`config.mk`:
```
export PLATFORM = sky130hd
export DESIGN_NAME = cfdrx_top
export DESIGN_NICKNAME = d
export VERILOG_FILES = /design/src/hdl/cfdrx_pkg.sv /design/src/hdl/cfdrx_top.sv
export SDC_FILE = /design/constraint.sdc
export NUM_CORES = 1
export LEC_CHECK = 0
export ABC_AREA = 1
export CAP_MARGIN = 20
export CORE_MARGIN = 2
export CORE_UTILIZATION = 60
export CTS_CLUSTER_DIAMETER = 80
export DETAILED_ROUTE_END_ITERATION = 16
export DONT_BUFFER_PORTS = 1
export HOLD_SLACK_MARGIN = 0.02
export PLACE_DENSITY = 0.76
export SLEW_MARGIN = 15
export SYNTH_ARGS = -nofsm -noshare
export SYNTH_HDL_FRONTEND = slang
export SYNTH_SLANG_ARGS = --single-unit
```
`constraint.sdc`:
```
create_clock -name clk -period 3.6 [get_ports clk]
set_input_delay 0.54 -clock clk [delete_from_list [all_inputs] [get_ports clk]]
set_output_delay 0.54 -clock clk [all_outputs]
set_load 0.02 [all_outputs]
```
`src/hdl/cfdrx_pkg.sv`:
```
package cfdrx_pkg;

   // ==========================================================
   // Register offsets (byte addresses on the APB).
   localparam logic [7:0] CFDRX_OFS_CTRL = 8'h00;
   localparam logic [7:0] CFDRX_OFS_RXF0C = 8'h04;
   localparam logic [7:0] CFDRX_OFS_RXF1C = 8'h08;
   localparam logic [7:0] CFDRX_OFS_TOP0 = 8'h0c;
   localparam logic [7:0] CFDRX_OFS_TOP1 = 8'h10;
   localparam logic [7:0] CFDRX_OFS_RX_FIFO1_STATUS_REG = 8'h14;

   // ==========================================================
   // Field positions.
   localparam int CFDRX_CTRL_INIT_BIT = 0;
   localparam int CFDRX_CTRL_CCE_BIT = 1;
   localparam int CFDRX_CTRL_DBGEN_BIT = 2;
   localparam int CFDRX_CFG_START_LSB = 0;
   localparam int CFDRX_CFG_SIZE_LSB = 16;
   localparam int CFDRX_STS_IDX_LSB = 0;
   localparam int CFDRX_STS_DMS_LSB = 24;

   // ==========================================================
   // Reset values and sizes.
   localparam logic [2:0] CFDRX_CTRL_RST = 3'h1;
   localparam logic [22:0] CFDRX_CFG_RST = 23'h000000;
   localparam logic [6:0] CFDRX_MAX_ELEMS = 7'h40;
   localparam logic [15:0] CFDRX_ELEM_BYTES = 16'h0048;

   // ==========================================================
   // Debug message handling states; idle encodes as zero.
   typedef enum logic [1:0] {
      CFDRX_DMS_IDLE,
      CFDRX_DMS_GOT1,
      CFDRX_DMS_GOT2,
      CFDRX_DMS_READY
   } cfdrx_dms_t;

   typedef struct packed {
      logic psel;
      logic penable;
      logic pwrite;
      logic [7:0] paddr;
      logic [31:0] pwdata;
   } cfdrx_apb_req_t;

   typedef struct packed {
      logic [31:0] prdata;
      logic pready;
      logic pslverr;
   } cfdrx_apb_rsp_t;

endpackage

```
`src/hdl/cfdrx_top.sv`:
```
// How it works
// RQ1: Hardware computes next FIFO element read address.
// RQ2: Top pointer wraps to start, even size one.
// RQ3: Init request forces debug machine to Idle.
// RQ4: Bus-off returns debug machine to Idle.
// RQ5: Debug state always readable in FIFO1 status.
// RQ6: Debug disabled keeps machine Idle, reception untouched.
// RQ7: Debug messages advance machine; reset gives Idle.
// RQ8: Idle encodes zero and reset loads it.
`timescale 1ns/1ps
module cfdrx_top
   import cfdrx_pkg::*;
(
   input wire logic clk,
   input wire logic reset_n,
   input wire cfdrx_apb_req_t apb_req,
   output cfdrx_apb_rsp_t apb_rsp,
   input wire logic debug_msg_rx,
   input wire logic bus_off,
   input wire logic dma_done,
   output logic dbg_dma_req,
   output logic init_request
);

   // ==========================================================
   // State
   typedef struct packed {
      logic [2:0] ctrl;
      logic [1:0][22:0] cfg;
      logic [1:0][5:0] idx;
      cfdrx_dms_t dms;
      cfdrx_apb_rsp_t rsp;
      logic dma_req;
   } cfdrx_state_t;

   cfdrx_state_t st_r;
   cfdrx_state_t st_nxt;

   logic setup;
   logic access;
   logic [1:0][15:0] top_addr;
   logic [1:0][5:0] idx_inc;

   assign setup = apb_req.psel & ~apb_req.penable;
   assign access = apb_req.psel & apb_req.penable & st_r.rsp.pready;

   // Address of the next element for each FIFO, and its wrapped index.
   // Sizes above the index range clamp, so the pointer never runs past
   // the last element that the counter can name.
   always_comb begin
      logic [6:0] sz;
      sz = 7'h00;
      for (int f = 0; f < 2; f++) begin
         top_addr[f] = 16'(st_r.cfg[f][15:0] + 16'(st_r.idx[f]) *
            CFDRX_ELEM_BYTES); // RQ1
         sz = st_r.cfg[f][22:16];
         if (sz > CFDRX_MAX_ELEMS) begin
            sz = CFDRX_MAX_ELEMS;
         end
         if (sz == 7'h00 || ({1'b0, st_r.idx[f]} + 7'h01) >= sz) begin
            idx_inc[f] = 6'h00; // RQ2
         end else begin
            idx_inc[f] = 6'(st_r.idx[f] + 6'h01);
         end
      end
   end

   // Next state: bus answers, register writes, read side effects, and
   // the debug message machine.
   always_comb begin
      st_nxt = st_r;
      st_nxt.rsp.pready = setup;
      if (setup) begin
         st_nxt.rsp.prdata = 32'h00000000;
         st_nxt.rsp.pslverr = 1'b0;
         if (apb_req.paddr == CFDRX_OFS_CTRL) begin
            st_nxt.rsp.prdata = {29'h0, st_r.ctrl};
         end else if (apb_req.paddr == CFDRX_OFS_RXF0C) begin
            st_nxt.rsp.prdata = {9'h0, st_r.cfg[0]};
         end else if (apb_req.paddr == CFDRX_OFS_RXF1C) begin
            st_nxt.rsp.prdata = {9'h0, st_r.cfg[1]};
         end else if (apb_req.paddr == CFDRX_OFS_TOP0) begin
            st_nxt.rsp.prdata = {16'h0, top_addr[0]}; // RQ1
         end else if (apb_req.paddr == CFDRX_OFS_TOP1) begin
            st_nxt.rsp.prdata = {16'h0, top_addr[1]}; // RQ1
         end else if (apb_req.paddr == CFDRX_OFS_RX_FIFO1_STATUS_REG) begin
            st_nxt.rsp.prdata = {6'h0, st_r.dms, 18'h0, st_r.idx[1]}; // RQ5
         end else begin
            st_nxt.rsp.pslverr = 1'b1;
         end
      end
      // Writes and top-pointer reads take effect at the completing edge.
      if (access && apb_req.pwrite) begin
         if (apb_req.paddr == CFDRX_OFS_CTRL) begin
            st_nxt.ctrl = apb_req.pwdata[2:0];
         end else if (apb_req.paddr == CFDRX_OFS_RXF0C) begin
            st_nxt.cfg[0] = apb_req.pwdata[22:0];
            st_nxt.idx[0] = 6'h00;
         end else if (apb_req.paddr == CFDRX_OFS_RXF1C) begin
            st_nxt.cfg[1] = apb_req.pwdata[22:0];
            st_nxt.idx[1] = 6'h00;
         end
      end else if (access) begin
         if (apb_req.paddr == CFDRX_OFS_TOP0) begin
            st_nxt.idx[0] = idx_inc[0]; // RQ2
         end else if (apb_req.paddr == CFDRX_OFS_TOP1) begin
            st_nxt.idx[1] = idx_inc[1]; // RQ2
         end
      end
      // The config change bit deliberately has no effect on the machine.
      if (st_r.ctrl[CFDRX_CTRL_INIT_BIT] | bus_off |
          ~st_r.ctrl[CFDRX_CTRL_DBGEN_BIT]) begin
         st_nxt.dms = CFDRX_DMS_IDLE; // RQ3 RQ4 RQ6
      end else begin
         case (st_r.dms)
            CFDRX_DMS_IDLE: begin
               if (debug_msg_rx) begin
                  st_nxt.dms = CFDRX_DMS_GOT1; // RQ7
               end
            end
            CFDRX_DMS_GOT1: begin
               if (debug_msg_rx) begin
                  st_nxt.dms = CFDRX_DMS_GOT2; // RQ7
               end
            end
            CFDRX_DMS_GOT2: begin
               if (debug_msg_rx) begin
                  st_nxt.dms = CFDRX_DMS_READY; // RQ7
               end
            end
            default: begin
               if (dma_done) begin
                  st_nxt.dms = CFDRX_DMS_IDLE; // RQ7
               end
            end
         endcase
      end
      st_nxt.dma_req = (st_nxt.dms == CFDRX_DMS_READY);
   end

   // Single register stage; reset loads Idle and safe configuration.
   always_ff @(posedge clk) begin
      if (!reset_n) begin
         st_r.ctrl <= CFDRX_CTRL_RST;
         st_r.cfg <= {CFDRX_CFG_RST, CFDRX_CFG_RST};
         st_r.idx <= 12'h000;
         st_r.dms <= CFDRX_DMS_IDLE; // RQ8
         st_r.rsp <= '0;
         st_r.dma_req <= 1'b0;
      end else begin
         st_r <= st_nxt;
      end
   end

   assign apb_rsp = st_r.rsp;
   assign dbg_dma_req = st_r.dma_req;
   assign init_request = st_r.ctrl[CFDRX_CTRL_INIT_BIT];
endmodule // cfdrx_top

```
Word level (Yosys, flattened, before mapping). Cells that the tools add are included.

Flip-flop bits (word level): 98. Input port bits: 48. Output and inout port bits: 36. Word-level logic and storage cells: 90.

Add/sub/neg operators: 6. $mul: 2. Order comparisons: 4. Equal/unequal tests: 13. Muxes and demuxes: 31. Bitwise gates (word level): 9. Reductions and logical operators: 15.

Operator list (number): $mux W26 (6); $mux W6 (8); $mux W12 (3); $add A16 B13 Y16 (2); $mul A6 B4 Y10 const B (2); $eq A8 B4 Y1 const B (2); $eq A8 B5 Y1 const B (2); $add A6 B1 Y7 const B (2); $ge A7 B7 Y1 (2); $gt A7 B7 Y1 const B (2); $logic_not A7 Y1 (2); $mux W7 (2); $add A6 B1 Y6 const B (2); $mux W2 (5); $eq A8 B3 Y1 const B (1); $logic_not A8 Y1 (1); $ne A2 B2 Y1 const B (4); $reduce_and A4 Y1 (2); $mux W1 (6); $pmux W2 S3 (1); $reduce_and A6 Y1 (1); $reduce_bool A2 Y1 (3); $eq A2 B2 Y1 const B (2); $not A1 Y1 (4); other kinds (9) (13).

Longest topological paths before layout. Gate-level depths: netlist of the first run.

Depth in word-level cells: 9. Mapped depth: 19. Depth with buffers taken out: 19.

Least setup slack after synthesis of the first run. No wires, ideal clock.

Kind: register -> register. Start point: register st_r[44] (netlist name). End point: register st_r, in the netlist apb_rsp[13]. Setup time: 0.132 ns. Arrival: 2.736 ns. Data required time: 3.468 ns. Path slack: 0.732 ns. Stages on the path, launching flop included: 17. Path buffers: 0. Cell sequence: dfxtp_1 ha_1 ha_1 fa_1 xor2_1 ha_1 nand2_1 inv_1 a21oi_1 nand2_1 or2_2 nand3_1 nand2_1 nand2_1 nand2_1 nand2_1 a21oi_1.

Longest elaborated chain between the ends: 7.

Ends and longest elaborated chain: from (decl) (line cfdrx_top.sv:36) `cfdrx_state_t st_r;`; from (signal assigned) (line cfdrx_top.sv:151) `st_r <= st_nxt;`; $mul A6 B4 Y10 (line cfdrx_top.sv:54) `top_addr[f] = 16'(st_r.cfg[f][15:0] + 16'(st_r.idx[f]) *`; $add A16 B13 Y16 (line cfdrx_top.sv:54); $mux W26 (line cfdrx_top.sv:84) `end else if (apb_req.paddr == CFDRX_OFS_TOP1) begin`; $mux W26 (line cfdrx_top.sv:82) `end else if (apb_req.paddr == CFDRX_OFS_TOP0) begin`; $mux W26 (line cfdrx_top.sv:80) `end else if (apb_req.paddr == CFDRX_OFS_RXF1C) begin`; $mux W26 (line cfdrx_top.sv:78) `end else if (apb_req.paddr == CFDRX_OFS_RXF0C) begin`; $mux W26 (line cfdrx_top.sv:76) `if (apb_req.paddr == CFDRX_OFS_CTRL) begin`.

Every way passes these cells. A chain may end at the register's enable or synchronous reset.

Worst setup path in the final report of the first run.
Start point: register st_r[44] (netlist name). End point: register st_r, in the netlist apb_rsp[15].

Same word-level chain as after synthesis.

==> results.ini, run 1 <==
[status]
status = finished, final reports clean

[critical_path]
critical_path.max_fanout = 7
crit_top_cell = nand2_1
crit_arrival_ns = 3.58
cp.required_ns = 3.91
critPathTopFamily = adder cells
cp.buffers_inverters = 1
crit_chain = ha_1 -> ha_1 -> fa_1 -> nand2_1 -> a21oi_1 -> xor2_1 -> ha_1 -> nand2_1 -> inv_1 -> a21oi_1 -> nand3_1 -> nand2_1 -> nand3_1 -> nand2_1 -> nand2_1 -> nand2_1 -> nand2_1 -> a21oi_1
end_kind = register
critPathSlowestCell = dfxtp_1
start_kind = register
critPathKind = register to register
rr_startpoint = st_r[44]$_SDFFE_PN0P_
cpPeakStageDelay_ns = 0.52
critPathLaunch = st_r[44]$_SDFFE_PN0P_

[floorplanning]
dieWidth_um = 107
die-area_mm2 = 0.0114
core_mm2 = 0.0103
die_y_um = 107
placementRows = 37
start_util_pct = 61.6
io_pins = 84

[finish]
drive_above_1_share_pct = 5.82
antenna_cells = 0
multi_input_area_mm2 = 0.00378
final_cell_mix = 201 x nand2_1, 106 x a21oi_1, 95 x nor2_1
nFillCells = 977
fin_nets = 1006
mostFrequentLayoutCell = nand2_1
seqCellArea_mm2 = 0.00182
syn_to_final_growth_pct = 0.395

[global_route]
grt_pass1_vias = 5796
grt_use_total_pct = 31.1
grt-ovfl-total = 0
grt_pass1_wl_um = 27800
antenna_found_initial = 0
grt_max_degree = 58

[clocking]
cts-resized-gates = 0
hold_buffers = 0
cts.path.max_buffers = 2
htree_levels = 3
clock_sinks = 91
cts_setup_buffers = 0
clkTransAtPathRegs_ns = 0.09
cts-root-buf = clkbuf_8
insertion_delay_ns = 0.39
cts_tree = built
cts_buffers = 9

[sta]
min_period_ns = 3.27
relSlewSlack_pct = 33.1
finalHoldViolCount = 0
period_share_pct = 90.7
holdWs_ns = 0.275
tightest_slew_ns = 1.00
max_freq_ghz = 0.306
finalMaxSlewViolations = 0
setup_tns_ns = 0
rsz0062_at_grt = false
fin_skew_ns = 0.0133
finalSetupViolations = 0

[detailed_routing]
wl_per_cell_um = 16.3
topRoutingLayerUsed = met4
remaining_drc_errors = 0
wl_met2_um = 7970
ant_nets = 0
dr_total_vias = 6087
drtIter0Drc = 365
first_pass_iters = 6
routedLengthMet1_um = 7080
wl_met3_um = 1190
via_per_inst = 5.81
wl_um = 17100

[job]
maxCapViolations = 0

[synth]
synth_warnings = 0
synth.avg_cell_area_um2 = 6.70
synth-seq-cells = 91
synthCells = 945
synth_cell_types = 45
yosysTopAreaCellShare_pct = 28.8
synth_top_area_cell = dfxtp_1
syn-cell-area_mm2 = 0.00633
yosysSeqAreaShare_pct = 28.8
ys_top_cells_by_area = dfxtp_1 29%, nand2_1 12%, ha_1 9.5%, a21oi_1 8.4%, o21ai_0 5.8%

[placement]
dp_hpwl_um = 13000
finalWeightedCongestion = 0.931
port-buffer-count = 0

[worst_hold_path]
hp-start = debug_msg_rx
hold_path.class = input pin to register

[power_and_ir_drop]
p_per_area_mw_per_mm2 = 275
power_leakage_nw = 2.83
total_power_mw = 1.75
ir_drop_uv = 277

==> synth_stat cells <==
master and count:
nand2_1 201, a21oi_1 106, nor2_1 95, dfxtp_1 91, inv_1 87, o21ai_0 73
nand3_1 70, ha_1 48, buf_4 34, clkbuf_1 18, nand4_1 16, xor2_1 14
nor2_2 9, buf_2 8, nor3_1 7, o211ai_1 7, inv_2 5, o22ai_1 5
fa_1 4, o21ai_1 4, or2_2 4, buf_6 3, clkinv_1 3, nand3_2 3
nand3b_1 3, o221ai_1 3, nand2_2 2, nor2_4 2, nor3_2 2, nor4_1 2
xnor2_1 2, a21boi_0 1, a311oi_1 1, a31oi_1 1, conb_1 1, inv_4 1
nor2b_1 1, nor3_4 1, o2111a_1 1, o2111ai_1 1, o21a_1 1, o21ai_2 1
o21bai_1 1, o311ai_1 1, o31ai_1 1
==> state kept, by name, summed over array words and instances, names as in the netlist <==
name          cells
apb_rsp          27
st_r             62
dbg_dma_req       1
init_request      1
==> stage by stage <==
stage / instances / worst slack (ns) / util, % / cell area, um2
final: 1047 / 0.334 / 61.9 / 6360
after global routing: 1047 / 0.0981 / 61.9 / 6360
after CTS: 1047 / 0.394 / 61.9 / 6360
after detailed placement: 1031 / 0.427 / 60.2 / 6180
after global placement: 1031 / 0.444 / 60.2 / 6180
after floorplan: 951 / 0.732 / - / 6360
==> routing by layer <==
metal	global-route usage, %	vias to the layer above
met2	52.4	244
met5	0	-
met1	37.3	2756
met4	18.1	0
met3	5.35	63
li1	-	3024
==> power breakdown <==
group | total [mW] | leakage, nW | internal [mW] | switching [mW]
Combinational | 0.0587 | 2.01 | 0.0146 | 0.0442
Sequential | 1.02 | 0.733 | 1.01 | 0.00654
Clock | 0.672 | 0.0836 | 0.255 | 0.416
Total | 1.75 | 2.83 | 1.28 | 0.467
==> worst reg2reg max path: stages (launching register included) <==
cell and delay [ns]:
dfxtp_1 0.52, ha_1 0.30, ha_1 0.23, fa_1 0.40, nand2_1 0.07, a21oi_1 0.07, xor2_1 0.21, ha_1 0.32
nand2_1 0.15, inv_1 0.05, a21oi_1 0.17, nand3_1 0.11, nand2_1 0.07, nand3_1 0.12, nand2_1 0.10, nand2_1 0.05
nand2_1 0.06, nand2_1 0.07, a21oi_1 0.11
==> cell type report <==
cell class / count / area share, %
multi-input combinational: 701 / 59.4
sequential: 91 / 28.6
inverter: 96 / 5.71
tap: 136 / 2.68
clock buffer: 9 / 1.95
clock inverter: 7 / 0.826
timing repair buffer: 7 / 0.826
==> logic make-up (layout without fill, tap and decap cells) <==
| group | after synthesis | in the layout | synth area share (%) |
|---|---|---|---|
| AOI/OAI and AO/OA | 208 | 208 | 17.5 |
| xor gates and xnor gates | 16 | 16 | 2.21 |
| adders and majority gates | 52 | 52 | 10.7 |
| buffers and inverters | 159 | 119 | 12.0 |
| DFF | 91 | 91 | 28.8 |
| other | 1 | 7 | 0.0592 |
| and+or+nand+nor | 418 | 418 | 28.7 |
==> final timing paths <==
path | end | slack (ns) | cells past startpoint
worst min-delay path | st_r[35]$_SDFF_PN0_ | 0.27 | 1
worst max-delay path | apb_rsp[15]$_SDFFE_PN0P_ | 0.33 | 18
worst max register to register | apb_rsp[15]$_SDFFE_PN0P_ | 0.33 | 18
worst min register to register | st_r[73]$_SDFFE_PN0P_ | 0.47 | 2
No activity file was read; power rests on OpenSTA's default activity.
==> run 2, diff against run 1 <==
--- a/config.mk
+++ b/config.mk
@@ -14,6 +14,7 @@
 export DONT_BUFFER_PORTS = 1
 export HOLD_SLACK_MARGIN = 0.02
 export PLACE_DENSITY = 0.76
+export REMOVE_ABC_BUFFERS = 1
 export SLEW_MARGIN = 15
 export SYNTH_ARGS = -nofsm -noshare
 export SYNTH_HDL_FRONTEND = slang
==> results.ini, run 2 (synthesized netlist as in run 1, its figures left out) <==
[status]
status = finished, final reports clean

[finish]
fin_nets = 1009
drive_above_1_share_pct = 6.13
nFillCells = 992
postLayoutCoreUtil_pct = 62.6
largest_register_ffs = 62
mostFrequentLayoutCell = nand2_1
final_cell_mix = 201 x nand2_1, 106 x a21oi_1, 95 x nor2_1
largest_register = st_r
syn_to_final_growth_pct = 1.52
seqCellArea_mm2 = 0.00182
multi_input_area_mm2 = 0.00378
antenna_cells = 0

[worst_hold_path]
hold_path.class = input pin to register
hp-start = reset_n
holdPathStages = 1

[critical_path]
critPathLaunch = st_r[38]$_SDFFE_PN0P_
start_kind = register
cpPeakStageDelay_ns = 0.50
crit_top_cell = nand2_1
crit_chain = ha_1 -> ha_1 -> fa_1 -> nand2_1 -> a21oi_1 -> xor2_1 -> inv_1 -> ha_1 -> nand2_1 -> nor2_1 -> o21ai_0 -> nand3_1 -> nand2_1 -> nand3_1 -> nand2_1 -> nand2_1 -> nand2_1 -> a21oi_1
cp.buffers_inverters = 1
critPathKind = register to register
critPathSlowestCell = dfxtp_1
rr_startpoint = st_r[38]$_SDFFE_PN0P_
crit_cells = 18
cp.required_ns = 3.88
end_kind = register
critPathTopFamily = adder cells
rr_worst_depth = 18
critical_path.max_fanout = 6
crit_arrival_ns = 3.48

[floorplanning]
die-area_mm2 = 0.0114
core_mm2 = 0.0103
placementRows = 37
die_y_um = 107
io_pins = 84
start_util_pct = 61.6
dieWidth_um = 107

[sta]
tightest_slew_ns = 1.03
finalHoldViolCount = 0
fin_skew_ns = 0.0126
period_share_pct = 88.8
setup_tns_ns = 0
finalSetupViolations = 0
relSlewSlack_pct = 30.6
max_freq_ghz = 0.313
finalMaxSlewViolations = 0
min_period_ns = 3.20
rsz0062_at_grt = false

[job]
maxCapViolations = 0

[global_route]
antenna_found_initial = 0
grt_max_degree = 58
grt-ovfl-total = 0
grt_use_total_pct = 30.8
grt_pass1_vias = 5838
grt_pass1_wl_um = 27600

[clocking]
cts_buffers = 9
cts-root-buf = clkbuf_8
cts-resized-gates = 0
hold_buffers = 0
htree_levels = 3
cts_setup_buffers = 0
clock_sinks = 91
cts.path.max_buffers = 2
insertion_delay_ns = 0.37
cts_tree = built
clkTransAtPathRegs_ns = 0.10

[power_and_ir_drop]
total_power_mw = 1.81
ir_drop_uv = 210
power_leakage_nw = 2.87
p_per_area_mw_per_mm2 = 281

[detailed_routing]
drtIter0Drc = 420
first_pass_iters = 5
remaining_drc_errors = 0
ant_nets = 0
dr_total_vias = 6132
via_per_inst = 5.84
wl_per_cell_um = 16.6
wl_um = 17400

[placement]
port-buffer-count = 0
finalWeightedCongestion = 0.939
dp_hpwl_um = 12800

## run 2: cell types whose count changed in the layout (fill, tap and decap cells not counted), sizes merged
| cell | before | now |
|---|---|---|
| clkinv | 5 | 6 |
| buf | 7 | 10 |
| clkinvlp | 3 | 1 |
| bufinv | 0 | 1 |
## run 2: power breakdown
group / internal (mW) / total (mW) / leakage (nW) / switching [mW]
combinational: 0.0161 / 0.0625 / 2.04 / 0.0464
sequential: 1.01 / 1.02 / 0.733 / 0.00624
clock: 0.327 / 0.731 / 0.100 / 0.404
total: 1.35 / 1.81 / 2.87 / 0.457
## run 2: metrics by stage
| stage | instance area, um2 | cells | hold WS, ns | worst slack (ns) |
|---|---|---|---|---|
| 2_1_floorplan | 5960 | 888 | 0.438 | 0.719 |
| 3_3_place_gp | 6190 | 1032 | 0.451 | 0.533 |
| 3_5_place_dp | 6190 | 1032 | 0.455 | 0.461 |
| 4_1_cts | 6390 | 1048 | 0.263 | 0.437 |
| 5_1_grt | 6430 | 1050 | 0.266 | 0.152 |
| 6_report | 6430 | 1050 | 0.294 | 0.402 |
## run 2: layer usage
layer / vias up / part of all wire [%] / wire length [um] / GRT usage, %
met2: 247 / 48 / 8310 / 52.1
met4: 0 / 5.1 / 890 / 19.2
met1: 2796 / 40 / 7000 / 36.6
met5: - / 0 / 0 / 0
li1: 3033 / - / - / -
met3: 56 / 6.9 / 1200 / 4.32
## run 2: layout make-up
| class | instances | share of cell area, % |
|---|---|---|
| Multi-Input combinational cell | 701 | 58.7 |
| Inverter | 96 | 5.64 |
| Sequential cell | 91 | 28.3 |
| Clock buffer | 9 | 1.93 |
| Tap cell | 136 | 2.65 |
| Timing Repair Buffer | 10 | 1.60 |
| Clock inverter | 7 | 1.15 |
## run 2: worst reg2reg max path: stages, from the launching register on
cell,delay (ns)
dfxtp_1,0.50
ha_1,0.29
ha_1,0.23
fa_1,0.41
nand2_1,0.08
a21oi_1,0.07
xor2_1,0.15
inv_1,0.06
ha_1,0.33
nand2_1,0.11
nor2_1,0.15
o21ai_0,0.15
nand3_1,0.10
nand2_1,0.05
nand3_1,0.11
nand2_1,0.07
nand2_1,0.05
nand2_1,0.06
a21oi_1,0.13
## run 2: worst paths after layout
path / endpoint / slack, ns
setup reg to reg: apb_rsp[15]$_SDFFE_PN0P_ / 0.40
hold / removal: init_request$_SDFFE_PN1P_ / 0.29
setup / recovery: apb_rsp[15]$_SDFFE_PN0P_ / 0.40
hold reg to reg: st_r[73]$_SDFFE_PN0P_ / 0.47
